$ cat config.mk
export PLATFORM = sky130hd
export DESIGN_NAME = pwp_top
export DESIGN_NICKNAME = d
export VERILOG_FILES = /design/src/design/pwp_bit.v /design/src/design/pwp_top.v
export VERILOG_INCLUDE_DIRS = /design/src /design/src/design
export SDC_FILE = /design/constraint.sdc
export NUM_CORES = 1
export LEC_CHECK = 0
export BUFFER_PORTS_ARGS = -buffer_cell sky130_fd_sc_hd__buf_4
export CAP_MARGIN = 20
export CORE_MARGIN = 2
export CORE_UTILIZATION = 28
export CTS_BUF_LIST = sky130_fd_sc_hd__clkbuf_8
export DETAILED_ROUTE_END_ITERATION = 12
export PLACE_DENSITY = 0.83
export SYNTH_ARGS = -nofsm -noshare
export SYNTH_HDL_FRONTEND = slang
export SYNTH_SLANG_ARGS = --single-unit
$ cat constraint.sdc
create_clock -name clk_sys -period 1.1 [get_ports clk_sys]
set_clock_uncertainty 0.1 [all_clocks]
set_input_delay 0.055 -clock clk_sys [delete_from_list [all_inputs] [get_ports clk_sys]]
set_output_delay 0.055 -clock clk_sys [all_outputs]
set_load 0.02 [all_outputs]
$ cat src/design/pwp_defines.vh
// Constants for the peripheral write-protect register bank.
// Assumes an APB slave with 32-bit data and word-aligned registers.
`ifndef PWP_DEFINES_VH
`define PWP_DEFINES_VH

// ==========================================================
// Register offsets (byte addresses)
`define PWP_CLEAR_OFFSET    12'h000
`define PWP_SET_OFFSET      12'h004
`define PWP_ADDR_WIDTH      12

// ==========================================================
// Reset values of the shared protection state
`define PWP_RESET_BANK_B    32'h00000002
`define PWP_RESET_BANK_C    32'h00000000

// ==========================================================
// Bit positions, first bridge layout
`define PWP_TRACE_BUFFER_BIT     6
`define PWP_PIN_PORT_BIT         3
`define PWP_FLASH_CTRL_BIT       2
`define PWP_DEBUG_UNIT_BIT       1
`define PWP_MASK_BANK_B          32'h0000004e

// ==========================================================
// Bit positions, further bridge layout
`define PWP_ANALOG_BIT           16
`define PWP_TIMER_MSB            15
`define PWP_TIMER_LSB            8
`define PWP_SERIAL_MSB           7
`define PWP_SERIAL_LSB           2
`define PWP_EVENT_SYSTEM_BIT     1
`define PWP_MASK_BANK_C          32'h0001fffe

`endif

$ cat src/design/pwp_bit.v
// One protection bit shared by the set and clear registers.
// Assumes set and clear strobes are single-cycle write strobes.
`timescale 1ns/10ps
`default_nettype none

module pwp_bit #(
    parameter RESET_VALUE = 1'b0
) (
    input  wire clk_sys,
    input  wire reset,
    input  wire set_pulse,
    input  wire clear_pulse,
    output reg  protect
);

    always @(posedge clk_sys) begin
        if (reset) begin
            protect <= RESET_VALUE;
        end else if (set_pulse) begin
            // Set wins if software writes both in one cycle
            protect <= 1'b1;
        end else if (clear_pulse) begin
            protect <= 1'b0;
        end
    end

endmodule

`default_nettype wire

$ cat src/design/pwp_top.v
// Peripheral write-protect register bank behind an APB slave.
// Assumes one clock and a synchronous active-high reset.
// Assumes byte strobes are tied high by masters that do not use them.
// Layout of the further bridge is chosen through BIT_MASK and RESET_STATE.
`timescale 1ns/10ps
`default_nettype none
`include "pwp_defines.vh"

module pwp_top #(
    parameter [31:0] BIT_MASK    = `PWP_MASK_BANK_B,
    parameter [31:0] RESET_STATE = `PWP_RESET_BANK_B
) (
    input  wire        clk_sys,
    input  wire        reset,
    input  wire        psel,
    input  wire        penable,
    input  wire        pwrite,
    input  wire [11:0] paddr,
    input  wire [31:0] pwdata,
    input  wire [3:0]  pstrb,
    output wire        pready,
    output reg  [31:0] prdata,
    output wire        pslverr,
    output wire [31:0] protect_state
);

    // ======================================================
    // Local constants
    localparam ADDR_WIDTH = `PWP_ADDR_WIDTH;
    localparam DATA_WIDTH = 32;
    localparam LANE_WIDTH = 8;
    localparam LANES      = DATA_WIDTH / LANE_WIDTH;

    // ======================================================
    // Address map
    // Byte addresses of the two views of the shared state
    localparam [ADDR_WIDTH-1:0] CLEAR_ADDR = `PWP_CLEAR_OFFSET;
    localparam [ADDR_WIDTH-1:0] SET_ADDR   = `PWP_SET_OFFSET;
    localparam [DATA_WIDTH-1:0] ZERO_WORD  = 32'h00000000;

    // ======================================================
    // Reset image
    // A reset one outside the mask would name a missing bit
    localparam [DATA_WIDTH-1:0] RESET_BITS = RESET_STATE & BIT_MASK;

    // ======================================================
    // Bus phase signals
    wire        setup_phase;
    wire        access_phase;
    wire        read_setup;
    wire        write_access;

    // ======================================================
    // Decode signals
    reg         hit_set;
    reg         hit_clear;
    wire        hit_any;
    wire        unmapped;
    wire        wr_set;
    wire        wr_clear;

    // ======================================================
    // Write data signals
    wire [31:0] byte_mask;
    wire [31:0] lane_data;
    wire [31:0] wr_bits;
    reg  [31:0] set_pulse;
    reg  [31:0] clear_pulse;

    // ======================================================
    // State and read signals
    wire [31:0] state;
    wire [31:0] protect_set_reg;
    wire [31:0] protect_clear_reg;
    reg  [31:0] read_word;
    reg  [31:0] next_prdata;

    // ======================================================
    // Bus phases
    assign setup_phase  = psel & ~penable;
    assign access_phase = psel & penable;
    assign read_setup   = setup_phase & ~pwrite;
    assign write_access = access_phase & pwrite;

    // ======================================================
    // Handshake
    // Zero-wait slave: every access completes in its first access cycle
    assign pready = 1'b1;

    // ======================================================
    // Address decode
    // Exact match on the whole address, so no aliases appear in the map
    // set at 0x04
    always @* begin
        hit_set   = 1'b0;
        hit_clear = 1'b0;
        if (paddr == SET_ADDR) begin
            hit_set = 1'b1;
        end else if (paddr == CLEAR_ADDR) begin
            hit_clear = 1'b1;
        end
    end

    assign hit_any  = hit_set | hit_clear;
    assign unmapped = ~hit_any;

    // ======================================================
    // Error response
    // Unmapped words answer with an error and change nothing
    assign pslverr = access_phase & unmapped;

    // ======================================================
    // Write strobes
    assign wr_set   = write_access & hit_set;
    assign wr_clear = write_access & hit_clear;

    // ======================================================
    // Byte lanes
    genvar lane;
    generate
        for (lane = 0; lane < LANES; lane = lane + 1) begin : g_lane
            assign byte_mask[lane*LANE_WIDTH +: LANE_WIDTH] =
                {LANE_WIDTH{pstrb[lane]}};
        end
    endgenerate

    assign lane_data = pwdata & byte_mask;

    // ======================================================
    // Write data qualification
    // zeros ignored
    assign wr_bits = lane_data & BIT_MASK;

    // ======================================================
    // Set and clear pulses
    // One address per access, so set and clear never fire together
    always @* begin
        set_pulse = ZERO_WORD;
        if (wr_set) begin
            set_pulse = wr_bits;
        end
    end

    always @* begin
        clear_pulse = ZERO_WORD;
        if (wr_clear) begin
            clear_pulse = wr_bits;
        end
    end

    // ======================================================
    // Protection state
    // debug bit protected
    genvar i;
    generate
        for (i = 0; i < DATA_WIDTH; i = i + 1) begin : g_bit
            if (BIT_MASK[i]) begin : g_used
                pwp_bit #(
                    .RESET_VALUE (RESET_BITS[i])
                ) u_bit (
                    .clk_sys     (clk_sys),
                    .reset       (reset),
                    .set_pulse   (set_pulse[i]),
                    .clear_pulse (clear_pulse[i]),
                    .protect     (state[i])
                );
            end else begin : g_unused
                // Unimplemented positions read as zero
                assign state[i] = 1'b0;
            end
        end
    endgenerate

    // ======================================================
    // Live protection output
    assign protect_state = state;

    // ======================================================
    // Register views
    // shared state read
    assign protect_set_reg   = state;
    assign protect_clear_reg = state;

    // ======================================================
    // Read data
    always @* begin
        read_word = ZERO_WORD;
        if (hit_set) begin
            read_word = protect_set_reg;
        end else if (hit_clear) begin
            read_word = protect_clear_reg;
        end
    end

    // Loaded in the setup cycle so the word stands through the access
    always @* begin
        next_prdata = prdata;
        if (read_setup) begin
            next_prdata = read_word;
        end
    end

    always @(posedge clk_sys) begin
        if (reset) begin
            prdata <= ZERO_WORD;
        end else begin
            prdata <= next_prdata;
        end
    end

endmodule

`default_nettype wire

* After elaboration in Yosys (flattened, before gate mapping)
Index checks and enable logic that the tools add are counted.
W data, S select, Z words.
** Cells by class
- Eq/ne operators :: 1
- Multiplexer cells :: 13
- Bitwise logic cells :: 12
- Reduce and logical (&&, ||, !) cells :: 5
** Operators by type and width (number)
- $mux W7 :: 4
- $eq A12 B3 Y1 const B :: 1
- $logic_not A12 Y1 :: 1
- $mux W1 :: 9
- $and A1 B1 Y1 :: 7
- $and A7 B7 Y7 :: 1
- $reduce_bool A2 Y1 :: 3
- $not A1 Y1 :: 3
- $reduce_or A2 Y1 :: 1
- $or A1 B1 Y1 :: 1
** Word-level totals
- Register bits :: 36
- Input bits :: 53
- Output and inout port bits :: 66
- Word-level logic and storage cells :: 36

* Logic depth before layout (Yosys ltp)
Gate-level depths: netlist of run 1.
- Word-level depth :: 7
- Depth in mapped cells :: 4
- Gate-level depth less buffers :: 4

* Modules after synthesis
A second synthesis of run 1 with hierarchy kept.
** Unflattened totals
- Cells, all modules :: 112
- Area total of the unflattened synthesis :: 895.9 um^2
** By module, submodules not included
- pwp_top :: times used 1, cells each 96, area each 747.0 um^2, sequential area each 80.1 um^2
- pwp_bit (g_bit[2].g_used.u_bit ...) :: times used 3, cells each 4, area each 38.8 um^2, sequential area each 20.0 um^2
- pwp_bit (g_bit[1].g_used.u_bit) :: times used 1, cells each 4, area each 32.5 um^2, sequential area each 20.0 um^2

* Worst setup path before layout of run 1
OpenSTA, ideal clock, no wires.
- Kind :: input-to-reg
- From :: input port paddr[11]
- To :: register g_bit[1].g_used.u_bit.protect
- Setup time :: 0.122 ns
- Arrival :: 0.938 ns
- Data required time :: 0.878 ns
- Path slack :: -0.060 ns
- Stages on the path :: 4
- Buffers on the path :: 0
- Cell sequence :: nor4_4 and4_4 a21boi_1 a311o_1
** On the way
- Word-level cells in the longest chain between the ends :: 5
- Elaborated cells on any way between the ends :: 10
- Classes of those cells :: eq/ne (1); mux (5); bitwise (2); reduce/logical (2)
** RTL lines
- start: declaration :: line pwp_top.v:18 : input wire [11:0] paddr,
- $eq A12 B3 Y1 / $logic_not A12 Y1 (equally long branches) :: line pwp_top.v:97, pwp_top.v:99
- $mux W1 (on tied branches) :: line pwp_top.v:97, pwp_top.v:99
- $and A1 B1 Y1 / $mux W1 (equally long branches) :: line pwp_top.v:114, pwp_top.v:97
- $mux W7 / $and A1 B1 Y1 (equally long branches) :: line pwp_top.v:139, pwp_top.v:115
- $reduce_or A2 Y1 (no line) / $mux W7 (equally long branches)
- end signal: assignment :: line pwp_bit.v:18 : protect <= RESET_VALUE;
- end signal: assignment :: line pwp_bit.v:21 : protect <= 1'b1;
- end signal: assignment :: line pwp_bit.v:23 : protect <= 1'b0;
- end: declaration :: line pwp_bit.v:13 : output reg protect
Parallel ways exist; a longest one is shown, timed or not.
A chain may end at the register's enable or synchronous reset.

* Worst setup path in the final report of run 1
- From :: input port paddr[10]
- To :: register g_bit[1].g_used.u_bit.protect
Same word-level chain as after synthesis.

==> impl_metrics.tcl, run 1 <==
set metrics [dict create \
    die_w_um 58.96 \
    synth.area.top_cells "buf_4, dfxtp_1, nor4_4" \
    grt_pass1_vias 459 \
    cts.sinks 8 \
    peakVddDrop_v 0.0006671 \
    synth_common_cells "buf_4, dfxtp_1, a22o_1, nand2_1, nand2b_1" \
    yosysMostFrequentCell "buf_4" \
    fmax_mhz 959.4 \
    io_buffers 30 \
    setup_ws_ns 0.05771 \
    drc 7 \
    crit_type "in -> reg" \
    cts_tree "done" \
    start_kind "input pin" \
    antenna_found_initial 0 \
    dr.pass1.iters 8 \
    synth_edf_count 0 \
    placed_area_um2 873.3 \
    dp_slack_ns -0.1864 \
    grt_start_max_net_pins 8 \
    syn_to_final_growth_pct 11.83 \
    rsz0062_at_grt "no" \
    crit_fanout 3 \
    min_path_type "in -> reg" \
    setup-tns-final_ns 0 \
    hold_viol 0 \
    drv_cap 0 \
    drt-wirelength-per-cell_um 8.794 \
    nets 184 \
    htree_levels 1 \
    cp_slowest_stage_delay_ns 0.28 \
    via_per_inst 3.419 \
    clockBufferDepth 2 \
    seq_area_frac_synth 0.1893 \
    fp.coreArea_um2 2805 \
    stdcell_count 160 \
    yosys.area.top_type "buf_4" \
    ant_nets 0 \
    path_clk_slew_ns 0.04 \
    std_cell_rows 19 \
    grt_pass1_wl_mm 1.980 \
    grt-ovfl-total 0 \
    power_per_cell_area_nw_per_um2 965.6 \
    yosys_warnings 0 \
    synthCells 98 \
    drt_iter0_drc 12 \
    ys_seq_elements 8 \
    period_needed_ns 1.042 \
    end_kind "register" \
    ys.flop_type "dfxtp_1" \
    hpwl_mm 1.242 \
    setup_viol 0 \
    path_buf_inv 1 \
    netlist.area_leader.share 0.5414 \
    num_vias 547 \
    clk_latency_ns 0.22 \
    cp_slowest_cell "nor4_4" \
    p_leak_nw 0.5242 \
    whs_path_depth 2 \
    routed_wl_mm 1.407 \
    syn_area_um2 845.8 \
    maxSlewViolCount 0 \
    cp_data_required_time_ns 1.11 \
    io_pins 119 \
    numCtsBuffers 3 \
    antenna_cells 0 \
    synth.avg_cell_area_um2 8.631 \
    synth.distinct_cells 18 \
    grt_usage 0.07766 \
    r2r-end "g_bit[1].g_used.u_bit.protect" \
    fin_crit_sh 0.9475 \
    async_reset_ff_frac 0 \
    fillerInstances 302 \
    critical_path_arrival_ns 1.05 \
    fin_area_um2 945.9 \
    die-area_um2 3476 \
    initial_core_util 0.3015 \
    place_inst 155 \
    violations "DRC" \
    min_from "pwdata[1]" \
    status "finished with violations" \
    path_cells "buf_4, nor4_4, and4_4, a21boi_1, a311o_1" \
    r2r_start "g_bit[1].g_used.u_bit.protect" \
    layout-drive-gt1-share 0.3101 \
    cts_root_buf "clkbuf_8" \
    gp_congestion 0.6574 \
    dieHeight_um 58.96 \
    holdPathEnd "g_bit[1].g_used.u_bit.protect" \
    reg2regPathDepth 2 \
    r2r_setup_slack_ns 0.17 \
    critical_path.top_delay_family "simple AND/OR/NAND/NOR gates" \
]
## layout by cell type (no fill, tap or decap)
master / count
a311o_1: 1
a21boi_1: 1
clkbuf_8: 3
a21oi_1: 1
nor4_4: 2
and4_1: 1
nor2_1: 1
dlygate4sd3_1: 1
nand2b_1: 4
buf_4: 31
mux2i_1: 3
dfxtp_1: 8
nor3_1: 1
a22o_1: 4
and4_4: 1
nand3_1: 1
conb_1: 57
nand2_1: 4
and3_1: 1
buf_6: 2
nor3_4: 1
## layer usage
layer  routed length, um  share of wire  vias up  global-route usage
li1                    -              -      264                   -
met1                 452           0.32      234             0.07775
met2                 747           0.53       49              0.1317
met3                 207           0.15        0             0.05055
met4                   0              0        0             0.02273
met5                   0              0        -                   0
## area by class of cell
type | count | area (um^2) | share of cell area
clock buffer | 3 | 41.29 | 0.04365
multi-input combinational | 84 | 440.4 | 0.4656
sequential | 8 | 160.2 | 0.1693
tap | 31 | 38.79 | 0.04101
timing repair buffer | 34 | 265.3 | 0.2804
## registers in the layout, summed over array words and instances, names as in the netlist
signal                      count
g_bit.g_used.u_bit.protect      4
prdata                          4
## per-stage QoR
step / hold WS (ns) / power [mW] / util
after global routing: 0.008435 / 0.9633 / 0.3372
after global placement: 0.2025 / 0.5604 / 0.3113
after detailed placement: 0.2299 / 0.5639 / 0.3113
final: 0.003919 / 0.9134 / 0.3372
after CTS: 0.00007286 / 0.9203 / 0.3323
after floorplan: 0.06568 / 0.6391 / -
## worst max-delay path by stage
stage	from	end	depth (start not counted)
3_3_place_gp	paddr[7]	g_bit[1].g_used.u_bit.protect	5
6_report	paddr[10]	g_bit[1].g_used.u_bit.protect	5
3_5_place_dp	paddr[7]	g_bit[1].g_used.u_bit.protect	5
4_1_cts	paddr[10]	pslverr	5
5_1_grt	paddr[10]	g_bit[1].g_used.u_bit.protect	5
2_1_floorplan	paddr[7]	g_bit[1].g_used.u_bit.protect	4
## kinds of logic after synthesis
kind of cell | after synthesis | share of synthesized area
buffers and inverters | 61 | 0.5414
DFF | 8 | 0.1893
and+or+nand+nor | 17 | 0.1568
AOI/OAI and AO/OA | 7 | 0.06804
muxes | 3 | 0.03550
other | 2 | 0.008879
## power by group
group	internal, mW	switching, mW
registers	0.291	0.00000437
logic	0.0664	0.212
clock network	0.236	0.107
## timing repair
action,in CTS,in global routing
setup buffers,1,0
endpoints found under the setup margin,1,6
resized for setup,0,3
hold endpoints to repair,1,0
pin swaps,1,5
hold buffers,1,0
(Power assumes the default switching activity.)
==> run 2: changes to the inputs <==
--- a/constraint.sdc
+++ b/constraint.sdc
@@ -4,2 +4,2 @@
 set_output_delay 0.055 -clock clk_sys [all_outputs]
-set_load 0.02 [all_outputs]
+set_load 0.1 [all_outputs]
==> run 2 against run 1 <==
The run still ends with DRC left. Worst setup slack worse by 0.056 ns. Global-route usage shrank 0.37 points. Sequential power barely moved. Utilization increased by 1.8 points. Fmax shrank 5.1%. Combinational power grew to 3.5 times the previous value. Critical path depth unchanged. Clock power up 1%. Register-to-register slack about the same. Routed wire length down 2.1%. Cell area rose by 5.3%. Die area unchanged.
==> impl_metrics.tcl, run 2 (same netlist as run 1, synthesis figures left out) <==
set metrics [dict create \
    rsz0062_at_grt "yes" \
    status "finished with violations" \
    stdcell_count 161 \
    dp_slack_ns -0.1839 \
    dieHeight_um 58.96 \
    setup_ws_ns 0.001942 \
    multiInputGateArea_um2 459.2 \
    fmax_mhz 910.7 \
    dr.pass1.iters 8 \
    numCtsBuffers 3 \
    p_leak_nw 0.5363 \
    end_kind "output pin" \
    peakVddDrop_v 0.0003768 \
    cp_slowest_stage_delay_ns 0.30 \
    cts_tree "done" \
    path_cells "buf_4, nor4_4, nand3_2, and3_4, buf_12" \
    fillerInstances 287 \
    grt_pass1_wl_mm 1.890 \
    hpwl_mm 1.230 \
    grt_start_max_net_pins 8 \
    post-route-util 0.3550 \
    cp_data_required_time_ns 0.94 \
    path_clk_slew_ns 0.04 \
    whs_path_depth 2 \
    grt-ovfl-total 0 \
    via_per_inst 3.522 \
    clockBufferDepth 2 \
    nets 185 \
    register_area_um2 165.2 \
    drv_cap 0 \
    io_pins 119 \
    initial_core_util 0.3015 \
    std_cell_rows 19 \
    die_w_um 58.96 \
    placed_area_um2 879.6 \
    io_buffers 30 \
    syn_to_final_growth_pct 17.75 \
    drc 5 \
    wl_met2_um 820 \
    final_cell_mix "conb_1, buf_4" \
    mostFrequentLayoutCell "conb_1" \
    ant_nets 0 \
    clk_latency_ns 0.23 \
    fin_crit_sh 0.9982 \
    place_inst 155 \
    reg_top3 "g_bit.g_used.u_bit.protect: 4 flops, prdata: 4 flops" \
    gp_congestion 0.7368 \
    grt_pass1_vias 465 \
    cts.sinks 8 \
    routed_wl_mm 1.378 \
    start_kind "input pin" \
    wl_met1_um 376 \
    cp_slowest_cell "nor4_4" \
    fp.coreArea_um2 2805 \
    routed.top_layer "met4" \
    drt_iter0_drc 7 \
    num_vias 567 \
    antenna_cells 0 \
    hold_viol 0 \
    maxSlewViolCount 0 \
    period_needed_ns 1.098 \
    grt_usage 0.07399 \
    crit_fanout 2 \
    htree_levels 1 \
    cts_root_buf "clkbuf_8" \
    reg2regPathDepth 2 \
    setup_viol 0 \
    fin_area_um2 996.0 \
    antenna_found_initial 0 \
    layout-drive-gt1-share 0.3692 \
    violations "DRC" \
    setup-tns-final_ns 0 \
    totalPowerFinal_mw 1.612 \
    holdWs_ns 0.003245 \
    die-area_um2 3476 \
    power_per_cell_area_nw_per_um2 1619 \
    drt-wirelength-per-cell_um 8.559 \
    crit_type "in -> out" \
    met3WireLength_um 159 \
    min_path_type "in -> reg" \
    critical_path_arrival_ns 0.94 \
]
-- run 2: cell types whose count changed in the layout (fill, tap and decap cells not counted), sizes merged --
cell | previous run | this run
dlygate4sd3 | 1 | 2
-- run 2: cell type report --
cell class	count	share of cell area
multi-input combinational	84	0.4611
sequential	8	0.1658
timing repair buffer	35	0.2927
tap	31	0.03894
clock buffer	3	0.04146
-- run 2: critical path, delay by kind of cell --
kind / cells / cell delay [ns]
buf+inv: 2 / 0.28
simple gates: 3 / 0.61
-- run 2: layer usage --
layer / track usage / up-vias
met1: 0.05756 / 256
met5: 0 / -
met3: 0.02418 / 2
met4: 0.06494 / 0
li1: - / 266
met2: 0.1413 / 43
-- run 2: worst paths after layout --
check,start,end,slack (ns)
max,paddr[7],pslverr,0.002
min,reset,g_bit[1].g_used.u_bit.protect,0.003
max reg2reg,g_bit[1].g_used.u_bit.protect,g_bit[1].g_used.u_bit.protect,0.16
min reg2reg,prdata[6],prdata[6],0.36
-- run 2: timing repair --
item	4_1_cts	5_1_grt
resized for setup	6	5
hold endpoints to repair	1	0
pin swaps	2	4
buffers inserted	1	0
endpoints found under the setup margin	1	9
hold buffers	2	0
-- run 2: power by group --
group / leakage [nW] / internal, mW / switching (mW)
registers: 0.0665 / 0.291 / 0.00000358
logic: 0.448 / 0.0759 / 0.897
clock network: 0.0216 / 0.237 / 0.111
total: 0.536 / 0.604 / 1.01
==> run 3: changes to the inputs <==
- RECOVER_POWER: unset -> 100
==> run 3 against run 2 <==
Routed wire length is 0.36% lower. Critical path depth stayed put. Total power about the same. Clock power barely moved. Highest routed layer unchanged. Die area is the same. Global-route usage is the same. Count of clock-buffer cells in the layout unchanged. Register-to-register slack about the same. Cell count stayed put. Combinational power about the same. The flow still finishes with violations (DRC). Fmax unchanged. Largest power group unchanged. Worst setup slack unchanged.
==> impl_metrics.tcl, run 3 (same netlist as run 1, synthesis figures left out) <==
set metrics [dict create \
    cts_tree "done" \
    path_clk_slew_ns 0.04 \
    gp_congestion 0.7368 \
    hold_viol 0 \
    violations "DRC" \
    drt-wirelength-per-cell_um 8.528 \
    p_leak_nw 0.5334 \
    min_from "reset" \
    fmax_mhz 910.7 \
    end_kind "output pin" \
    drc 5 \
    via_per_inst 3.509 \
    dr.pass1.iters 8 \
    clkPwrFrac 0.215 \
    holdWs_ns 0.003818 \
    grt_usage 0.07399 \
    power.share.sequential 0.181 \
    comb_power_share 0.604 \
    p_sw_mw 1.007 \
    clk_latency_ns 0.22 \
    grt-ovfl-total 0 \
    htree_levels 1 \
    final_cell_mix "conb_1, buf_4, clkbuf_4" \
    fp.coreArea_um2 2805 \
    layout-drive-gt1-share 0.3692 \
    reg2regPathDepth 2 \
    antenna_cells 0 \
    start_kind "input pin" \
    grt_pass1_wl_mm 1.890 \
    io_buffers 30 \
    status "finished with violations" \
    cts.sinks 8 \
    dp_slack_ns -0.1839 \
    syn_to_final_growth_pct 17.75 \
    netSwitchingFraction 0.6253 \
    crit_fanout 2 \
    cts_root_buf "clkbuf_8" \
    holdPathEnd "g_bit[1].g_used.u_bit.protect" \
    clockBufferDepth 2 \
    die-area_um2 3476 \
    setup_viol 0 \
    r2r-end "g_bit[1].g_used.u_bit.protect" \
    nets 185 \
    drt_iter0_drc 7 \
    routed_wl_mm 1.373 \
    die_w_um 58.96 \
    p_int_uw 603.6 \
    fillerInstances 287 \
    maxSlewViolCount 0 \
    whs_path_depth 2 \
    hpwl_mm 1.230 \
    period_needed_ns 1.098 \
    critical_path_arrival_ns 0.94 \
    peakVddDrop_v 0.0003767 \
    num_vias 565 \
    setup_ws_ns 0.001942 \
    numCtsBuffers 3 \
    grt_start_max_net_pins 8 \
    initial_core_util 0.3015 \
    drv_cap 0 \
    rsz0062_at_grt "yes" \
    r2r_setup_slack_ns 0.16 \
    power_per_cell_area_nw_per_um2 1617 \
    fin_crit_sh 0.9982 \
    ant_nets 0 \
    std_cell_rows 19 \
    reg_top3 "g_bit.g_used.u_bit.protect: 4 flops, prdata: 4 flops" \
    grt_pass1_vias 465 \
    post-route-util 0.3550 \
    dieHeight_um 58.96 \
    r2r_start "g_bit[1].g_used.u_bit.protect" \
    min_path_type "in -> reg" \
    io_pins 119 \
    mostFrequentLayoutCell "conb_1" \
    antenna_found_initial 0 \
    cp_data_required_time_ns 0.94 \
    crit_type "in -> out" \
]
-- run 3: cell types whose count changed in the layout (fill, tap and decap cells not counted) --
cell,previous run,this run
buf_4,29,24
clkbuf_4,0,5
-- run 3: worst max-delay path by stage --
stage | start | endpoint | slack [ns] | cells after the start
3_3_place_gp | paddr[10] | g_bit[1].g_used.u_bit.protect | -0.15 | 5
6_report | paddr[7] | pslverr | 0.002 | 5
4_1_cts | paddr[6] | pslverr | 0.003 | 5
2_1_floorplan | paddr[7] | g_bit[1].g_used.u_bit.protect | -0.01 | 4
5_1_grt | paddr[10] | pslverr | -0.06 | 5
3_5_place_dp | paddr[10] | g_bit[2].g_used.u_bit.protect | -0.18 | 6
-- run 3: power by group through the flow --
stage | clock (mW) | sequential [mW] | combinational [mW]
after floorplan | 0 | 0.296 | 1.03
after global placement | 0 | 0.296 | 0.949
after detailed placement | 0 | 0.296 | 0.950
after CTS | 0.355 | 0.291 | 0.965
after global routing | 0.364 | 0.291 | 0.991
final | 0.347 | 0.291 | 0.973
-- run 3: critical path: stages --
cell	delay, ns
buf_4	0.12
nor4_4	0.30
nand3_2	0.12
and3_4	0.19
buf_12	0.16
-- run 3: what timing repair did --
item | in CTS | in global routing
hold buffers | 2 | 0
buffers inserted | 1 | 0
hold endpoints to repair | 1 | 0
resized for setup | 6 | 5
endpoints found under the setup margin | 1 | 9
pin swaps | 2 | 4
-- run 3: layout make-up --
cell class | count | area [um^2] | share of cell area
multi-input combinational | 84 | 459.2 | 0.4611
sequential | 8 | 165.2 | 0.1658
tap | 31 | 38.79 | 0.03894
clock buffer | 3 | 41.29 | 0.04146
timing repair buffer | 35 | 291.5 | 0.2927
-- run 3: through the flow --
| step | std cells | TNS (ns) | power (mW) | area (um^2) |
|---|---|---|---|---|
| 6_report | 161 | 0 | 1.611 | 996.0 |
| 5_1_grt | 161 | -0.09739 | 1.646 | 996.0 |
| 4_1_cts | 161 | 0 | 1.612 | 975.9 |
| 3_5_place_dp | 155 | -1.514 | 1.246 | 879.6 |
| 3_3_place_gp | 155 | -1.118 | 1.245 | 879.6 |
| 2_1_floorplan | 153 | -0.009968 | 1.326 | 1059 |
-- run 3: routing by layer --
| layer | wire length (um) | up-vias | global-route usage | share of wire |
|---|---|---|---|---|
| met5 | 0 | - | 0 | 0 |
| met4 | 21 | 0 | 0.06494 | 0.015 |
| met3 | 157 | 2 | 0.02418 | 0.11 |
| met2 | 817 | 43 | 0.1413 | 0.60 |
| met1 | 376 | 254 | 0.05756 | 0.27 |
| li1 | - | 266 | - | - |
